File: src/logic/sfb_pkg.sv
// Constants, encodings and types of the status flag and bit operation slice
package sfb_pkg;

  // ==========================================================================
  // Data address and register map
  localparam logic [4:0]  STATUS_FILE_ADDR = 5'h03;
  localparam logic [7:0]  REG_STATUS_IDX   = {3'h0, STATUS_FILE_ADDR};
  localparam logic [7:0]  REG_ACC_IDX      = 8'h04;
  localparam logic [7:0]  REG_STATE_IDX    = 8'h05;
  localparam logic [7:0]  ADDR_STATUS      = {REG_STATUS_IDX[5:0], 2'b00};
  localparam logic [7:0]  ADDR_ACC         = {REG_ACC_IDX[5:0], 2'b00};
  localparam logic [7:0]  ADDR_STATE       = {REG_STATE_IDX[5:0], 2'b00};

  // ==========================================================================
  // Status field positions and reset value
  localparam int          BIT_C            = 0;
  localparam int          BIT_DC           = 1;
  localparam int          BIT_Z            = 2;
  localparam int          BIT_PD           = 3;
  localparam int          BIT_TO           = 4;
  localparam int          BIT_PAGE_LO      = 5;
  localparam int          BIT_PAGE_HI      = 6;
  localparam int          BIT_SPARE        = 7;
  localparam logic [7:0]  STATUS_RESET     = 8'h18;

  // ==========================================================================
  // Program page window: 512 words per page
  localparam int          PAGE_SHIFT       = 9;
  localparam int          PC_W             = 11;
  localparam logic [8:0]  PAGE_OFFSET_ZERO = 9'h000;

  // ==========================================================================
  // Instruction encodings (12-bit words)
  localparam logic [5:0]  OP_ADD           = 6'h07;
  localparam logic [5:0]  OP_SUB           = 6'h02;
  localparam logic [5:0]  OP_SWAP          = 6'h0E;
  localparam logic [5:0]  OP_ROT_RIGHT     = 6'h0C;
  localparam logic [5:0]  OP_ROT_LEFT      = 6'h0D;
  localparam logic [6:0]  OP_CLEAR         = 7'h03;
  localparam logic [6:0]  OP_ACC_STORE     = 7'h01;
  localparam logic [3:0]  OP_BIT_CLEAR     = 4'h4;
  localparam logic [3:0]  OP_BIT_SET       = 4'h5;
  localparam logic [3:0]  OP_TEST_CLEAR    = 4'h6;
  localparam logic [3:0]  OP_TEST_SET      = 4'h7;

  // ==========================================================================
  // Instruction cycle phases, one-hot
  typedef enum logic [3:0] {
    PH_FETCH = 4'h1,
    PH_READ  = 4'h2,
    PH_EXEC  = 4'h4,
    PH_WRITE = 4'h8
  } sfb_phase_t;

endpackage

File: src/logic/sfb_file_mem.sv
// General purpose file registers, 32 bytes, registered read port
module sfb_file_mem (
  input  wire logic       clk,
  input  wire logic       rst_n,
  input  wire logic [4:0] rd_addr,
  output logic      [7:0] rd_data,
  input  wire logic       wr_en,
  input  wire logic [4:0] wr_addr,
  input  wire logic [7:0] wr_data
);

  // ==========================================================================
  // Storage
  logic [7:0] mem [32];

  // Array is left without reset, as software must initialise file registers
  always_ff @(posedge clk) begin
    if (wr_en) begin
      mem[wr_addr] <= wr_data;
    end
  end

  always_ff @(posedge clk or negedge rst_n) begin
    if (!rst_n) begin
      rd_data <= 8'h00;
    end else begin
      rd_data <= mem[rd_addr];
    end
  end

endmodule

File: src/logic/sfb_core.sv
// Status register, flag logic and bit / subtract / swap datapath with APB access
//
// Our own choice: register access over APB.
module sfb_core (
  input  wire logic        pclk,
  input  wire logic        presetn,
  input  wire logic        psel,
  input  wire logic        penable,
  input  wire logic        pwrite,
  input  wire logic [7:0]  paddr,
  input  wire logic [31:0] pwdata,
  output logic      [31:0] prdata,
  output logic             pready,
  output logic             pslverr,
  input  wire logic [11:0] instr,
  input  wire logic        instr_valid,
  output logic             instr_ready,
  output logic             instr_done,
  output logic             instr_discarded,
  output logic             skip_pending,
  input  wire logic        wdt_kick,
  input  wire logic        sleep_exec,
  input  wire logic        wdt_timeout,
  output logic      [10:0] page_base
);

  // ==========================================================================
  // State
  typedef struct packed {
    sfb_pkg::sfb_phase_t phase;
    logic [11:0]         ir;
    logic                squash;
    logic                skipped;
    logic                skip_pend;
    logic [7:0]          opnd;
    logic [7:0]          w;
    logic [7:0]          status;
    logic                done;
    logic                discarded;
    logic [31:0]         prdata;
  } sfb_state_t;

  localparam sfb_state_t ST_RESET = '{
    phase:     sfb_pkg::PH_FETCH,
    ir:        12'h000,
    squash:    1'b1,
    skipped:   1'b0,
    skip_pend: 1'b0,
    opnd:      8'h00,
    w:         8'h00,
    status:    sfb_pkg::STATUS_RESET,
    done:      1'b0,
    discarded: 1'b0,
    prdata:    32'h0000_0000
  };

  sfb_state_t  st;
  sfb_state_t  next_st;

  logic [4:0]  f_addr;
  logic        dest_f;
  logic [2:0]  bit_idx;
  logic [7:0]  bit_mask;
  logic        live;
  logic        op_add;
  logic        op_sub;
  logic        op_swap;
  logic        op_rrf;
  logic        op_rlf;
  logic        op_clr;
  logic        op_store;
  logic        op_bclr;
  logic        op_bset;
  logic        op_tclr;
  logic        op_tset;
  logic        to_status;
  logic [8:0]  sum_add;
  logic [8:0]  sum_sub;
  logic [4:0]  nib_add;
  logic [4:0]  nib_sub;
  logic [7:0]  res;
  logic [2:0]  upd;
  logic        c_new;
  logic        dc_new;
  logic        writes;
  logic        to_file;
  logic        to_w;
  logic        mem_we;
  logic [4:0]  mem_raddr;
  logic [7:0]  mem_rdata;
  logic        apb_wr;
  logic        apb_hit;
  logic [31:0] rd_mux;

  // ==========================================================================
  // File registers
  sfb_file_mem u_mem (
    .clk     (pclk),
    .rst_n   (presetn),
    .rd_addr (mem_raddr),
    .rd_data (mem_rdata),
    .wr_en   (mem_we),
    .wr_addr (f_addr),
    .wr_data (res)
  );

  // ==========================================================================
  // Decode
  assign f_addr    = st.ir[4:0];
  assign dest_f    = st.ir[5];
  assign bit_idx   = st.ir[7:5];
  assign bit_mask  = 8'(8'h01 << bit_idx);
  assign live      = !st.squash;
  assign op_add    = live && (st.ir[11:6] == sfb_pkg::OP_ADD);
  assign op_sub    = live && (st.ir[11:6] == sfb_pkg::OP_SUB);
  assign op_swap   = live && (st.ir[11:6] == sfb_pkg::OP_SWAP);
  assign op_rrf    = live && (st.ir[11:6] == sfb_pkg::OP_ROT_RIGHT);
  assign op_rlf    = live && (st.ir[11:6] == sfb_pkg::OP_ROT_LEFT);
  assign op_clr    = live && (st.ir[11:5] == sfb_pkg::OP_CLEAR);
  assign op_store  = live && (st.ir[11:5] == sfb_pkg::OP_ACC_STORE);
  assign op_bclr   = live && (st.ir[11:8] == sfb_pkg::OP_BIT_CLEAR);
  assign op_bset   = live && (st.ir[11:8] == sfb_pkg::OP_BIT_SET);
  assign op_tclr   = live && (st.ir[11:8] == sfb_pkg::OP_TEST_CLEAR);
  assign op_tset   = live && (st.ir[11:8] == sfb_pkg::OP_TEST_SET);
  assign to_status = (f_addr == sfb_pkg::STATUS_FILE_ADDR);

  // ==========================================================================
  // Arithmetic
  assign sum_add = {1'b0, st.opnd} + {1'b0, st.w};
  assign sum_sub = {1'b0, st.opnd} + {1'b0, ~st.w} + 9'h001;
  assign nib_add = {1'b0, st.opnd[3:0]} + {1'b0, st.w[3:0]};
  assign nib_sub = {1'b0, st.opnd[3:0]} + {1'b0, ~st.w[3:0]} + 5'h01;

  always_comb begin
    res    = st.opnd;
    upd    = 3'b000;
    c_new  = st.status[sfb_pkg::BIT_C];
    dc_new = st.status[sfb_pkg::BIT_DC];
    if (op_add) begin
      res    = sum_add[7:0];
      upd    = 3'b111;
      c_new  = sum_add[8];
      dc_new = nib_add[4];
    end else if (op_sub) begin
      res    = sum_sub[7:0];
      upd    = 3'b111;
      c_new  = sum_sub[8];
      dc_new = nib_sub[4];
    end else if (op_swap) begin
      res = {st.opnd[3:0], st.opnd[7:4]};
    end else if (op_rrf) begin
      res   = {st.status[sfb_pkg::BIT_C], st.opnd[7:1]};
      upd   = 3'b001;
      c_new = st.opnd[0];
    end else if (op_rlf) begin
      res   = {st.opnd[6:0], st.status[sfb_pkg::BIT_C]};
      upd   = 3'b001;
      c_new = st.opnd[7];
    end else if (op_clr) begin
      res = 8'h00;
      upd = 3'b100;
    end else if (op_store) begin
      res = st.w;
    end else if (op_bset) begin
      res = st.opnd | bit_mask;
    end else if (op_bclr) begin
      res = st.opnd & ~bit_mask;
    end
  end

  assign writes  = op_add || op_sub || op_swap || op_rrf || op_rlf || op_clr ||
                   op_store || op_bset || op_bclr;
  assign to_file = op_clr || op_store || op_bset || op_bclr ||
                   ((op_add || op_sub || op_swap || op_rrf || op_rlf) && dest_f);
  assign to_w    = writes && !to_file;
  assign mem_we  = (st.phase == sfb_pkg::PH_WRITE) && to_file && !to_status;
  assign mem_raddr = instr[4:0];

  // ==========================================================================
  // APB decode
  assign apb_wr  = psel && penable && pwrite;
  assign apb_hit = (paddr == sfb_pkg::ADDR_STATUS) || (paddr == sfb_pkg::ADDR_ACC) ||
                   (paddr == sfb_pkg::ADDR_STATE);

  always_comb begin
    rd_mux = 32'h0000_0000;
    case (paddr)
      sfb_pkg::ADDR_STATUS: rd_mux = {24'h00_0000, st.status};
      sfb_pkg::ADDR_ACC:    rd_mux = {24'h00_0000, st.w};
      sfb_pkg::ADDR_STATE:  rd_mux = {27'h000_0000, st.skip_pend, st.phase};
      default:              rd_mux = 32'h0000_0000;
    endcase
  end

  // ==========================================================================
  // Next state
  always_comb begin
    next_st           = st;
    next_st.done      = 1'b0;
    next_st.discarded = 1'b0;
    if (psel && !penable) begin
      next_st.prdata = rd_mux;
    end
    // Software writes lose to a same-cycle instruction write back
    if (apb_wr && (paddr == sfb_pkg::ADDR_STATUS)) begin
      next_st.status[7:5] = pwdata[7:5];
      next_st.status[2:0] = pwdata[2:0];
    end
    if (apb_wr && (paddr == sfb_pkg::ADDR_ACC)) begin
      next_st.w = pwdata[7:0];
    end
    case (st.phase)
      sfb_pkg::PH_FETCH: begin
        next_st.phase     = sfb_pkg::PH_READ;
        next_st.ir        = instr;
        next_st.squash    = st.skip_pend || !instr_valid;
        next_st.skip_pend = 1'b0;
        // Idle slots squash too, so remember whether a skip caused it
        next_st.skipped   = st.skip_pend;
      end
      sfb_pkg::PH_READ: begin
        next_st.phase = sfb_pkg::PH_EXEC;
        next_st.opnd  = to_status ? st.status : mem_rdata;
      end
      sfb_pkg::PH_EXEC: begin
        next_st.phase = sfb_pkg::PH_WRITE;
      end
      sfb_pkg::PH_WRITE: begin
        next_st.phase     = sfb_pkg::PH_FETCH;
        next_st.done      = live;
        next_st.discarded = st.squash && st.skipped;
        next_st.skip_pend = (op_tclr && !st.opnd[bit_idx]) ||
                            (op_tset && st.opnd[bit_idx]);
        if (to_w) begin
          next_st.w = res;
        end
        if (to_file && to_status) begin
          next_st.status[7:5] = res[7:5];
          next_st.status[2:0] = (upd != 3'b000) ? st.status[2:0] : res[2:0];
        end
        if (upd[2]) begin
          next_st.status[sfb_pkg::BIT_Z] = (res == 8'h00);
        end
        if (upd[1]) begin
          next_st.status[sfb_pkg::BIT_DC] = dc_new;
        end
        if (upd[0]) begin
          next_st.status[sfb_pkg::BIT_C] = c_new;
        end
      end
      default: begin
        next_st.phase = sfb_pkg::PH_FETCH;
      end
    endcase
    // Reset-cause events; setting wins over a same-cycle clear
    if (wdt_timeout) begin
      next_st.status[sfb_pkg::BIT_TO] = 1'b0;
    end
    if (sleep_exec) begin
      next_st.status[sfb_pkg::BIT_TO] = 1'b1;
      next_st.status[sfb_pkg::BIT_PD] = 1'b0;
    end
    if (wdt_kick) begin
      next_st.status[sfb_pkg::BIT_TO] = 1'b1;
      next_st.status[sfb_pkg::BIT_PD] = 1'b1;
    end
  end

  always_ff @(posedge pclk or negedge presetn) begin
    if (!presetn) begin
      st <= ST_RESET;
    end else begin
      st <= next_st;
    end
  end

  // ==========================================================================
  // Outputs
  assign prdata          = st.prdata;
  assign pready          = 1'b1;
  assign pslverr         = psel && penable && !apb_hit;
  assign instr_ready     = (st.phase == sfb_pkg::PH_FETCH);
  assign instr_done      = st.done;
  assign instr_discarded = st.discarded;
  assign skip_pending    = st.skip_pend;
  assign page_base       = {st.status[sfb_pkg::BIT_PAGE_HI:sfb_pkg::BIT_PAGE_LO],
                            sfb_pkg::PAGE_OFFSET_ZERO};

  // ==========================================================================
  // Checks
  logic in_wr;
  logic no_ev;
  assign in_wr = (st.phase == sfb_pkg::PH_WRITE);
  assign no_ev = !wdt_kick && !sleep_exec && !wdt_timeout;

  property p_cause_ro;
    @(posedge pclk) disable iff (!presetn)
    (apb_wr && (paddr == sfb_pkg::ADDR_STATUS) && no_ev) |=> $stable(st.status[4:3]);
  endproperty
  a_cause_ro: assert property (p_cause_ro) else $error("reset-cause bits took a write");
  property p_clear_status;
    @(posedge pclk) disable iff (!presetn)
    (in_wr && op_clr && to_status) |=>
      (st.status[7:5] == 3'b000) && st.status[2] && $stable(st.status[1:0]);
  endproperty
  a_clear_status: assert property (p_clear_status) else $error("clear on status wrong");
  property p_timeout;
    @(posedge pclk) disable iff (!presetn)
    (wdt_timeout && !wdt_kick && !sleep_exec) |=> !st.status[sfb_pkg::BIT_TO];
  endproperty
  a_timeout: assert property (p_timeout) else $error("timeout left TO set");
  property p_sleep_pd;
    @(posedge pclk) disable iff (!presetn)
    (sleep_exec && !wdt_kick) |=> !st.status[sfb_pkg::BIT_PD] && st.status[sfb_pkg::BIT_TO];
  endproperty
  a_sleep_pd: assert property (p_sleep_pd) else $error("sleep did not clear PD");
  property p_zero;
    @(posedge pclk) disable iff (!presetn)
    (in_wr && op_sub) |=> st.status[sfb_pkg::BIT_Z] == ($past(st.opnd) == $past(st.w));
  endproperty
  a_zero: assert property (p_zero) else $error("zero flag wrong after subtract");
  property p_sub_dc;
    @(posedge pclk) disable iff (!presetn)
    (in_wr && op_sub) |=> st.status[sfb_pkg::BIT_DC] == ($past(st.opnd[3:0]) >= $past(st.w[3:0]));
  endproperty
  a_sub_dc: assert property (p_sub_dc) else $error("half-carry wrong after subtract");
  property p_sub_c;
    @(posedge pclk) disable iff (!presetn)
    (in_wr && op_sub) |=> st.status[sfb_pkg::BIT_C] == ($past(st.opnd) >= $past(st.w));
  endproperty
  a_sub_c: assert property (p_sub_c) else $error("carry wrong after subtract");
  property p_bit_set;
    @(posedge pclk) disable iff (!presetn)
    (in_wr && op_bset && !to_status) |-> mem_we && res[bit_idx] && (upd == 3'b000);
  endproperty
  a_bit_set: assert property (p_bit_set) else $error("bit set did not set the bit");
  property p_skip_clear;
    @(posedge pclk) disable iff (!presetn)
    (in_wr && op_tclr && !st.opnd[bit_idx]) |-> ##2 st.squash ##3 !st.done;
  endproperty
  a_skip_clear: assert property (p_skip_clear) else $error("skip on clear bit missed");
  property p_noskip_set;
    @(posedge pclk) disable iff (!presetn)
    (in_wr && op_tset && !st.opnd[bit_idx]) |=> !st.skip_pend;
  endproperty
  a_noskip_set: assert property (p_noskip_set) else $error("test-set skipped on zero");
  property p_swap_w;
    @(posedge pclk) disable iff (!presetn)
    (in_wr && op_swap && !dest_f) |=>
      (st.w == {$past(st.opnd[3:0]), $past(st.opnd[7:4])}) && $stable(st.status[2:0]);
  endproperty
  a_swap_w: assert property (p_swap_w) else $error("swap result wrong");

endmodule

File: config.mk
export PLATFORM = sky130hd
export DESIGN_NAME = sfb_core
export DESIGN_NICKNAME = d
export VERILOG_FILES = /design/src/logic/sfb_pkg.sv /design/src/logic/sfb_file_mem.sv /design/src/logic/sfb_core.sv
export SDC_FILE = /design/constraint.sdc
export NUM_CORES = 1
export LEC_CHECK = 0
export ABC_CLOCK_PERIOD_IN_PS = 4800
export BUFFER_PORTS_ARGS = -buffer_cell sky130_fd_sc_hd__buf_2
export CORE_MARGIN = 2
export CORE_UTILIZATION = 58
export CTS_BUF_LIST = sky130_fd_sc_hd__clkbuf_8 sky130_fd_sc_hd__clkbuf_16
export CTS_CLUSTER_DIAMETER = 80
export DETAILED_ROUTE_END_ITERATION = 16
export PLACE_DENSITY = 0.74
export SLEW_MARGIN = 30
export SYNTH_ARGS = -nofsm -noshare
export SYNTH_HDL_FRONTEND = slang
export SYNTH_SLANG_ARGS = --single-unit
File: constraint.sdc
create_clock -name pclk -period 4.8 [get_ports pclk]
set_input_delay 0.48 -clock pclk [delete_from_list [all_inputs] [get_ports pclk]]
set_output_delay 0.48 -clock pclk [all_outputs]
set_load 0.005 [all_outputs]
==> results of run 1 <==
cell usage in the layout, fill, tap and decap left out, types with 10 or more instances in the layout:
cell type  synthesis  layout
edfxtp_1         256     256
mux4_2            82      82
nor2_1            80      80
dfrtp_1           57      57
nand2_1           54      54
buf_2             15      50
conb_1             2      42
a21oi_1           41      41
clkbuf_16          0      35
inv_1             25      25
o21ai_0           24      24
mux2_2            20      20
mux2i_1           19      19
nor3_1            18      18
a31oi_1           17      17
buf_4             46      17
ha_1              16      16
nand3_1           11      11
nand2b_1          10      10
worst paths after layout:
kind	endpoint	slack, ns	from	cells past startpoint
worst max-delay path	u_mem.mem[29][2]$_DFFE_PP_	1.09	st[70]$_DFFE_PN0P_	6
worst min-delay path	bit_idx[1]$_DFFE_PN0P_	0.13	presetn	2
worst max register to register	u_mem.mem[29][2]$_DFFE_PP_	1.09	st[70]$_DFFE_PN0P_	6
worst min register to register	st[59]$_DFFE_PN0P_	0.51	st[59]$_DFFE_PN0P_	1
max in group asynchronous	f_addr[1]$_DFFE_PN0P_	4.14	presetn	2
min in group pclk	st[60]$_DFFE_PN1P_	0.13	instr_valid	2
kinds of logic after synthesis:
logic type      after synthesis  share of synthesized area (%)
compound gates              148                           6.90
xor+xnor                      3                          0.176
fa+ha+maj                    18                           1.61
buf+inv                     126                           4.93
flops                       317                           61.7
mux                         121                           15.2
other cells                   2                         0.0503
simple gates                253                           9.44
state kept, by name, summed over array words and instances (netlist names):
signal           cells
instr_discarded      1
instr_done           1
st                  32
f_addr               5
prdata               8
u_mem.rd_data        8
skip_pending         1
u_mem.mem          256
bit_idx              3
page_base            2
per-stage QoR:
step	setup WS, ns	utilization, %	power (mW)	cell area [um2]	instances
6_report	1.09	64.9	6.54	16400	1387
3_5_place_dp	1.13	60.5	4.00	15300	1326
5_1_grt	0.782	64.9	6.75	16400	1387
4_1_cts	1.07	64.9	6.57	16400	1387
3_3_place_gp	1.24	60.5	3.98	15300	1326
2_1_floorplan	1.97	-	3.76	15100	1028
report_power, final:
group          internal (mW)  leakage (nW)  total, mW  switching (mW)
combinational          0.268          2.17      0.727           0.459
sequential              3.14          3.02       3.23          0.0911
clock                   1.51         0.561       2.58            1.07
total                   4.92          5.76       6.54            1.62
per-layer routing:
metal  wire length [um]  up-vias
met3               2660       78
li1                   -     3874
met5                  0        -
met1              14200     4432
met4               1080        0
met2              15900      382
final cells by class:
type                    count  area (um2)
multi-input cells         585        5150
well taps                 330         413
clock inverters            26         230
repair buffers             68         398
fillers                  1773        8870
inverters                  26        97.6
flip-flops and latches    317        9220
clock buffers              35         876
==> results_dict.tcl, run 1 <==
set metrics [dict create \
    hold_viol 0 \
    yosysMostFrequentCell "edfxtp_1" \
    worst_pin_slew_ns 0.995 \
    cts_max_level 2 \
    synth_edf_count 256 \
    yosysTopAreaCell "edfxtp_1" \
    dieArea_um2 27000 \
    async_flop_share_pct 19.2 \
    critical_path_class "register to register" \
    netlist.area_leader.share_pct 51.5 \
    die_x_um 164 \
    antenna_found_initial 0 \
    use_met3_pct 4.85 \
    slew_headroom_pct 33.7 \
    ys_types 91 \
    area_growth_pct 9.75 \
    start_kind "register" \
    dp_hpwl_um 21800 \
    skew_ns 0.0101 \
    synth_cells 988 \
    critPathMaxStageDelay_ns 0.82 \
    ys_ff_latch 317 \
    finalCritPeriodShare_pct 77.2 \
    final_antenna_net_count 0 \
    grt_pass1_wl_um 51900 \
    run_status "finished, final reports clean" \
    met2_usage_pct 41.0 \
    cp.required_ns 4.94 \
    holdWs_ns 0.128 \
    tns_ns 0 \
    core_um2 25300 \
    drc 0 \
    rows 58 \
    hold_buffers 0 \
    root_buffer "clkbuf_16" \
    vias 8766 \
    cp_max_fo 23 \
    wl_per_cell_um 24.4 \
    syn_avg_cell_area_um2 15.1 \
    routed_wl_um 33800 \
    antenna_cells 0 \
    clock-sinks 317 \
    finalCriticalPeriod_ns 3.71 \
    first_iter_violations 887 \
    cts_resized 0 \
    path_cells "nand2_1 > o211ai_1 > a31oi_1 > nor3b_1 > nand3_1 > nor2_1" \
    synth_warnings 0 \
    critPathCaptureType "register" \
    layout-drive-gt1-share_pct 24.7 \
    layout.nets 1111 \
    cts_tree "done" \
    grt_max_degree 62 \
    grt_pass1_vias 8672 \
    io_buffers 51 \
    grt_busiest_layer "met2" \
    rsz0062_at_grt "no" \
    clock_latency_ns 0.52 \
    irDropWorstVdd_mv 0.347 \
    cp_num_buf_inv 0 \
    die_h_um 164 \
    cap_violations 0 \
    power.leakage_nw 5.76 \
    synth_common_cells "edfxtp_1, mux4_2, nor2_1, dfrtp_1, nand2_1" \
    cts-buffers-inserted 34 \
    fmax_mhz 270 \
    cp.arrival_ns 3.85 \
    dr.pass1.iters 5 \
    synth_ff_type "edfxtp_1" \
    gp_congestion 0.939 \
    yosysSeqAreaShare_pct 61.7 \
    critical-path-top-delay-family "simple AND/OR/NAND/NOR gates" \
    start_util_pct 59.1 \
    io_pins 110 \
    syn-cell-area_um2 14900 \
    hold_path.class "primary input to async pin" \
    use_met1_pct 37.1 \
    grtUsageTotal_pct 26.1 \
    powerDensity_nw_per_um2 399 \
    vias_per_cell 6.32 \
    clk_path_buf_depth 3 \
    cpMaxStageDelayCell "dfrtp_1" \
    setup-violations-final 0 \
    grt_overflow 0 \
    postCtsSetupBuffers 0 \
    clkTransAtPathRegs_ns 0.06 \
    synth_area_leaders "edfxtp_1, mux4_2, dfrtp_1" \
    maxSlewViolCount 0 \
]
No activity file was read; power rests on OpenSTA's default activity.
==> run 2: changes to the inputs <==
--- a/config.mk
+++ b/config.mk
@@ -5,10 +5,10 @@
 export SDC_FILE = /design/constraint.sdc
 export NUM_CORES = 1
 export LEC_CHECK = 0
-export ABC_CLOCK_PERIOD_IN_PS = 4800
+export ABC_CLOCK_PERIOD_IN_PS = 3250
 export BUFFER_PORTS_ARGS = -buffer_cell sky130_fd_sc_hd__buf_2
 export CORE_MARGIN = 2
-export CORE_UTILIZATION = 58
+export CORE_UTILIZATION = 55
 export CTS_BUF_LIST = sky130_fd_sc_hd__clkbuf_8 sky130_fd_sc_hd__clkbuf_16
 export CTS_CLUSTER_DIAMETER = 80
 export DETAILED_ROUTE_END_ITERATION = 16
==> constraint.sdc (replaced) <==
create_clock -name pclk -period 3.25 [get_ports pclk]
set_input_delay 0.325 -clock pclk [delete_from_list [all_inputs] [get_ports pclk]]
set_output_delay 0.325 -clock pclk [all_outputs]
set_load 0.005 [all_outputs]
==> run 2 against run 1 <==
Effect of this change:
- non-clock buffer count is 57 higher
- combinational power is 64% higher
- flip-flop and latch count stayed put
- sequential share of layout area is 1.5 points lower
- first-iteration DRC count is 5.9% lower
- largest cell class unchanged
==> results_dict.tcl, run 2 (synthesis gave the netlist of run 1 again) <==
set metrics [dict create \
    area_growth_pct 12.8 \
    gp_congestion 0.959 \
    run_status "finished, final reports clean" \
    cp_max_fo 6 \
    start_kind "register" \
    skew_ns 0.0221 \
    finalCritPeriodShare_pct 94.9 \
    clock_latency_ns 0.51 \
    final_antenna_net_count 0 \
    grt_pass1_wl_um 53600 \
    cp.arrival_ns 3.43 \
    antenna_found_initial 1 \
    clk_path_buf_depth 3 \
    maxSlewViolCount 0 \
    final_common_cell "edfxtp_1" \
    grt_overflow 0 \
    cp.required_ns 3.59 \
    grtUsageTotal_pct 25.4 \
    grt_max_degree 50 \
    rsz0062_at_grt "no" \
    fmax_mhz 324 \
    hold_viol 0 \
    layout.nets 1168 \
    power.leakage_nw 6.06 \
    largest_reg_flops 256 \
    cts_tree "done" \
    nFillCells 1921 \
    rows 60 \
    place_area_um2 15800 \
    finalCriticalPeriod_ns 3.08 \
    layout-drive-gt1-share_pct 27.9 \
    worst_pin_slew_ns 0.845 \
    setup-violations-final 0 \
    dp_hpwl_um 23300 \
    cts-buffers-inserted 34 \
    slew_headroom_pct 43.7 \
    root_buffer "clkbuf_16" \
    io_pins 110 \
    clkTransAtPathRegs_ns 0.06 \
    powerDensity_nw_per_um2 566 \
    irDropWorstVdd_mv 0.426 \
    critical_path_class "register to register" \
    die_h_um 169 \
    regMostFlops "u_mem.mem" \
    tns_ns 0 \
    clock-sinks 317 \
    dr.pass1.iters 6 \
    reg.largest.list "u_mem.mem: 256 flops, st: 32 flops" \
    cts_max_level 2 \
    hold_path.class "primary input to register" \
    vias_per_cell 6.24 \
    start_util_pct 55.7 \
    grt_pass1_vias 8863 \
    drc 0 \
    wl_per_cell_um 24.3 \
    critPathCaptureType "register" \
    cap_violations 0 \
    routed_wl_um 35300 \
    core_um2 26800 \
    dieArea_um2 28500 \
    io_buffers 51 \
    fin_area_um2 16800 \
    vias 9087 \
    final_cell_mix "edfxtp_1, mux4_2, nor2_1" \
    first_iter_violations 835 \
    die_x_um 169 \
]
-- run 2: cell types whose count changed in the layout (fill, tap and decap cells not counted), moves of 2 or more --
cell	previous run	this run
buf_4	17	67
buf_12	1	6
clkinv_2	6	2
bufinv_16	3	1
inv_1	25	34
dlygate4sd3_1	0	2
diode_2	0	2
inv_8	2	0
inv_2	3	0
clkinv_1	9	6
clkbuf_8	0	2
-- run 2: worst paths after layout --
path                       slack [ns]  cells past startpoint                from            endpoint
max in group asynchronous        1.98                      3             presetn  st[37]$_DFFE_PN1P_
min in group asynchronous        0.46                      2             presetn  st[70]$_DFFE_PN0P_
hold reg to reg                  0.50                      1  st[59]$_DFFE_PN0P_  st[59]$_DFFE_PN0P_
setup / recovery                 0.17                     10  st[50]$_DFFE_PN0P_  st[34]$_DFFE_PN0P_
setup reg to reg                 0.17                     10  st[50]$_DFFE_PN0P_  st[34]$_DFFE_PN0P_
hold / removal                  0.009                      2         instr_valid  st[60]$_DFFE_PN1P_
-- run 2: final cells by class --
| cell class | instances | area (um2) | area share [%] |
|---|---|---|---|
| multi-input combinational | 585 | 5160 | 30.7 |
| clock buffer | 36 | 878 | 5.21 |
| tap | 341 | 427 | 2.53 |
| timing repair buffer | 125 | 893 | 5.30 |
| antenna | 2 | 5.00 | 0.0297 |
| clock inverter | 24 | 160 | 0.951 |
| inverter | 26 | 97.6 | 0.579 |
| sequential | 317 | 9220 | 54.7 |
-- run 2: repair_timing --
item	4_1_cts	5_1_grt
hold buffers	2	0
endpoints found under the setup margin	0	15
gates resized for setup	0	2
hold endpoints to repair	33	0
setup buffers	0	0
-- run 2: report_power, final --
part / internal [mW] / switching, mW
Clock: 2.05 / 1.56
Sequential: 4.63 / 0.105
Combinational: 0.463 / 0.730
-- run 2: through the flow --
step	cells	hold WS (ns)	setup WS (ns)	total power [mW]	util (%)
CTS	1454	0.00240	0.156	9.58	62.8
global route	1455	0.0185	0.00387	9.85	62.8
detailed placement	1392	0.478	0.206	6.00	58.8
floorplan	1028	0.0294	0.422	5.55	-
finish	1456	0.00950	0.166	9.53	62.9
global placement	1392	0.468	0.215	5.97	58.8
-- run 2: critical path, cell delays in order, from the launching register on --
cell      delay (ns)
dfrtp_1         0.47
inv_1           0.15
ha_1            0.24
inv_1           0.07
fa_1            0.41
a31oi_1         0.26
o21ai_0         0.25
a21oi_1         0.21
nor2b_1         0.06
o311ai_0        0.60
a31oi_1         0.20
-- run 2: metal layers --
layer,wire [um],GRT usage (%)
met4,1190,9.11
met5,0,0
met1,14400,35.8
met3,2960,5.52
met2,16800,39.5
==> run 3: changes to the inputs <==
--- a/config.mk
+++ b/config.mk
@@ -7,12 +7,13 @@
 export LEC_CHECK = 0
 export ABC_CLOCK_PERIOD_IN_PS = 3250
 export BUFFER_PORTS_ARGS = -buffer_cell sky130_fd_sc_hd__buf_2
-export CORE_MARGIN = 2
 export CORE_UTILIZATION = 55
 export CTS_BUF_LIST = sky130_fd_sc_hd__clkbuf_8 sky130_fd_sc_hd__clkbuf_16
 export CTS_CLUSTER_DIAMETER = 80
 export DETAILED_ROUTE_END_ITERATION = 16
+export MAX_ROUTING_LAYER = met4
 export PLACE_DENSITY = 0.74
+export RECOVER_POWER = 100
 export SLEW_MARGIN = 30
 export SYNTH_ARGS = -nofsm -noshare
 export SYNTH_HDL_FRONTEND = slang
==> run 3 against run 2 <==
Effect of this change:
- the run now ends with max-capacitance violations, max-slew violations left
- flip-flop and latch count unchanged
- register-to-register slack got worse by 0.03 ns
- clock-buffer cell count stayed put
- design area down 0.57%
- maximum frequency is 0.83% lower
- sequential power is essentially flat
- sequential share of layout area grew 0.31 points
- clock skew grew 0.00099 ns
- clock power is 2% higher
- largest power group unchanged
==> results_dict.tcl, run 3 (synthesis gave the netlist of run 1 again) <==
set metrics [dict create \
    total_power_mw 9.58 \
    area_growth_pct 12.2 \
    critPathCaptureType "register" \
    tns_ns 0 \
    cap_violations 2 \
    cts-buffers-inserted 35 \
    regMostFlops "u_mem.mem" \
    hold_viol 0 \
    power.leakage_nw 5.99 \
    layout-drive-gt1-share_pct 25.1 \
    cts_tree "done" \
    dr.pass1.iters 5 \
    drc 0 \
    fmax_mhz 322 \
    grt_max_degree 35 \
    core_um2 26400 \
    critical_path_class "register to register" \
    largest_reg_flops 256 \
    vias 9102 \
    path_cells "nand2_1 > clkbuf_1 > a21oi_2 > a311oi_1 > or3_1 > and3_1 > clkbuf_4" \
    start_kind "register" \
    grt_busiest_layer "met2" \
    finalCritPeriodShare_pct 95.7 \
    io_pins 110 \
    grt_overflow 0 \
    violations "max-capacitance violations, max-slew violations" \
    stdcell_count 1458 \
    hold_start "instr[6]" \
    hold_depth 3 \
    reg.largest.list "u_mem.mem: 256 flops, st: 32 flops" \
    powerDensity_nw_per_um2 572 \
    io_buffers 51 \
    pre_cts_ws_ns 0.250 \
    die_x_um 167 \
    cp_max_fo 33 \
    setup-violations-final 0 \
    placedCellCount 1388 \
    rsz0062_at_grt "no" \
    maxSlewViolCount 49 \
    antenna_found_initial 0 \
    use_met3_pct 4.11 \
    finalCriticalPeriod_ns 3.11 \
    r2r_cells 7 \
    clock_latency_ns 0.53 \
    worst_pin_slew_ns 2.15 \
    vias_per_cell 6.24 \
    irDropWorstVdd_mv 0.532 \
    startpoint "st[69]$_DFFE_PN0P_" \
    start_util_pct 56.7 \
    clkTransAtPathRegs_ns 0.05 \
    wl_per_cell_um 24.3 \
    clock-sinks 317 \
    critPathMaxStageDelay_ns 0.81 \
    skew_ns 0.0231 \
    cp.required_ns 3.43 \
    final_common_cell "edfxtp_1" \
    root_buffer "clkbuf_16" \
    cts_max_level 2 \
    final_cell_mix "edfxtp_1, mux4_2, nor2_1" \
    dp_hpwl_um 23600 \
    met2_usage_pct 43.2 \
    layout_setup_ws_ns 0.140 \
    slew_headroom_pct -43.5 \
    gp_congestion 0.962 \
    die_h_um 167 \
    r2r-start "st[69]$_DFFE_PN0P_" \
    cp.arrival_ns 3.29 \
    final_antenna_net_count 0 \
    hold_path.class "primary input to register" \
    layout.nets 1174 \
    run_status "finished with violations" \
    use_met1_pct 37.3 \
    first_iter_violations 912 \
    rows 59 \
    grtUsageTotal_pct 27.1 \
    cpMaxStageDelayCell "dfrtp_1" \
    dieArea_um2 27800 \
    grt_pass1_wl_um 54400 \
    clk_path_buf_depth 3 \
    grt_pass1_vias 8862 \
    routed_wl_um 35400 \
]
run 3: cell types whose count changed in the layout (fill, tap and decap cells not counted), sizes merged:
cell | before | now
buf | 123 | 69
clkbuf | 36 | 92
clkinv | 10 | 15
clkinvlp | 1 | 0
diode | 2 | 1
dlygate4sd3 | 2 | 5
run 3: final cells by class:
class / count / area (um2)
Antenna cell: 1 / 2.50
Clock buffer: 36 / 890
Clock inverter: 28 / 191
Fill cell: 1911 / 9610
Inverter: 26 / 97.6
Multi-Input combinational cell: 585 / 5120
Sequential cell: 317 / 9220
Tap cell: 335 / 419
Timing Repair Buffer: 130 / 808
run 3: report_power, final:
group	leakage, nW	switching [mW]	internal (mW)
combinational	2.40	0.713	0.445
sequential	3.02	0.114	4.64
clock	0.564	1.58	2.09
run 3: what timing repair did:
action / in CTS / in global routing
setup buffers: 0 / 0
endpoints found under the hold margin: 36 / 0
setup endpoints to repair: 0 / 38
hold buffers: 5 / 0
gates resized for setup: 0 / 2
run 3: critical path, delay by kind of cell, from the launching register on:
kind            cells  cell delay, ns
compound gates      2            0.46
flops               1            0.81
simple gates        3            0.90
buf+inv             2            0.57
run 3: worst paths after layout:
check / end / slack (ns)
min in group asynchronous: bit_idx[1]$_DFFE_PN0P_ / 0.97
min: bit_idx[1]$_DFFE_PN0P_ / 0.01
max: u_mem.mem[17][1]$_DFFE_PP_ / 0.14
max reg2reg: u_mem.mem[17][1]$_DFFE_PP_ / 0.14
max in group asynchronous: st[49]$_DFF_PN0_ / 0.62
min reg2reg: st[50]$_DFFE_PN0P_ / 0.49
run 3: metrics by stage:
step | util, % | hold slack (ns) | instance area, um2
2_1_floorplan | - | 0.0294 | 15100
3_3_place_gp | 59.9 | 0.480 | 15800
3_5_place_dp | 59.9 | 0.481 | 15800
4_1_cts | 64.2 | 0.00946 | 16900
5_1_grt | 63.5 | 0.0251 | 16700
6_report | 63.6 | 0.0119 | 16700
run 3: per-layer routing:
| layer | wire [um] | vias to the layer above |
|---|---|---|
| met5 | 0 | - |
| li1 | - | 3992 |
| met3 | 2710 | 52 |
| met4 | 592 | 0 |
| met2 | 17400 | 412 |
| met1 | 14700 | 4646 |
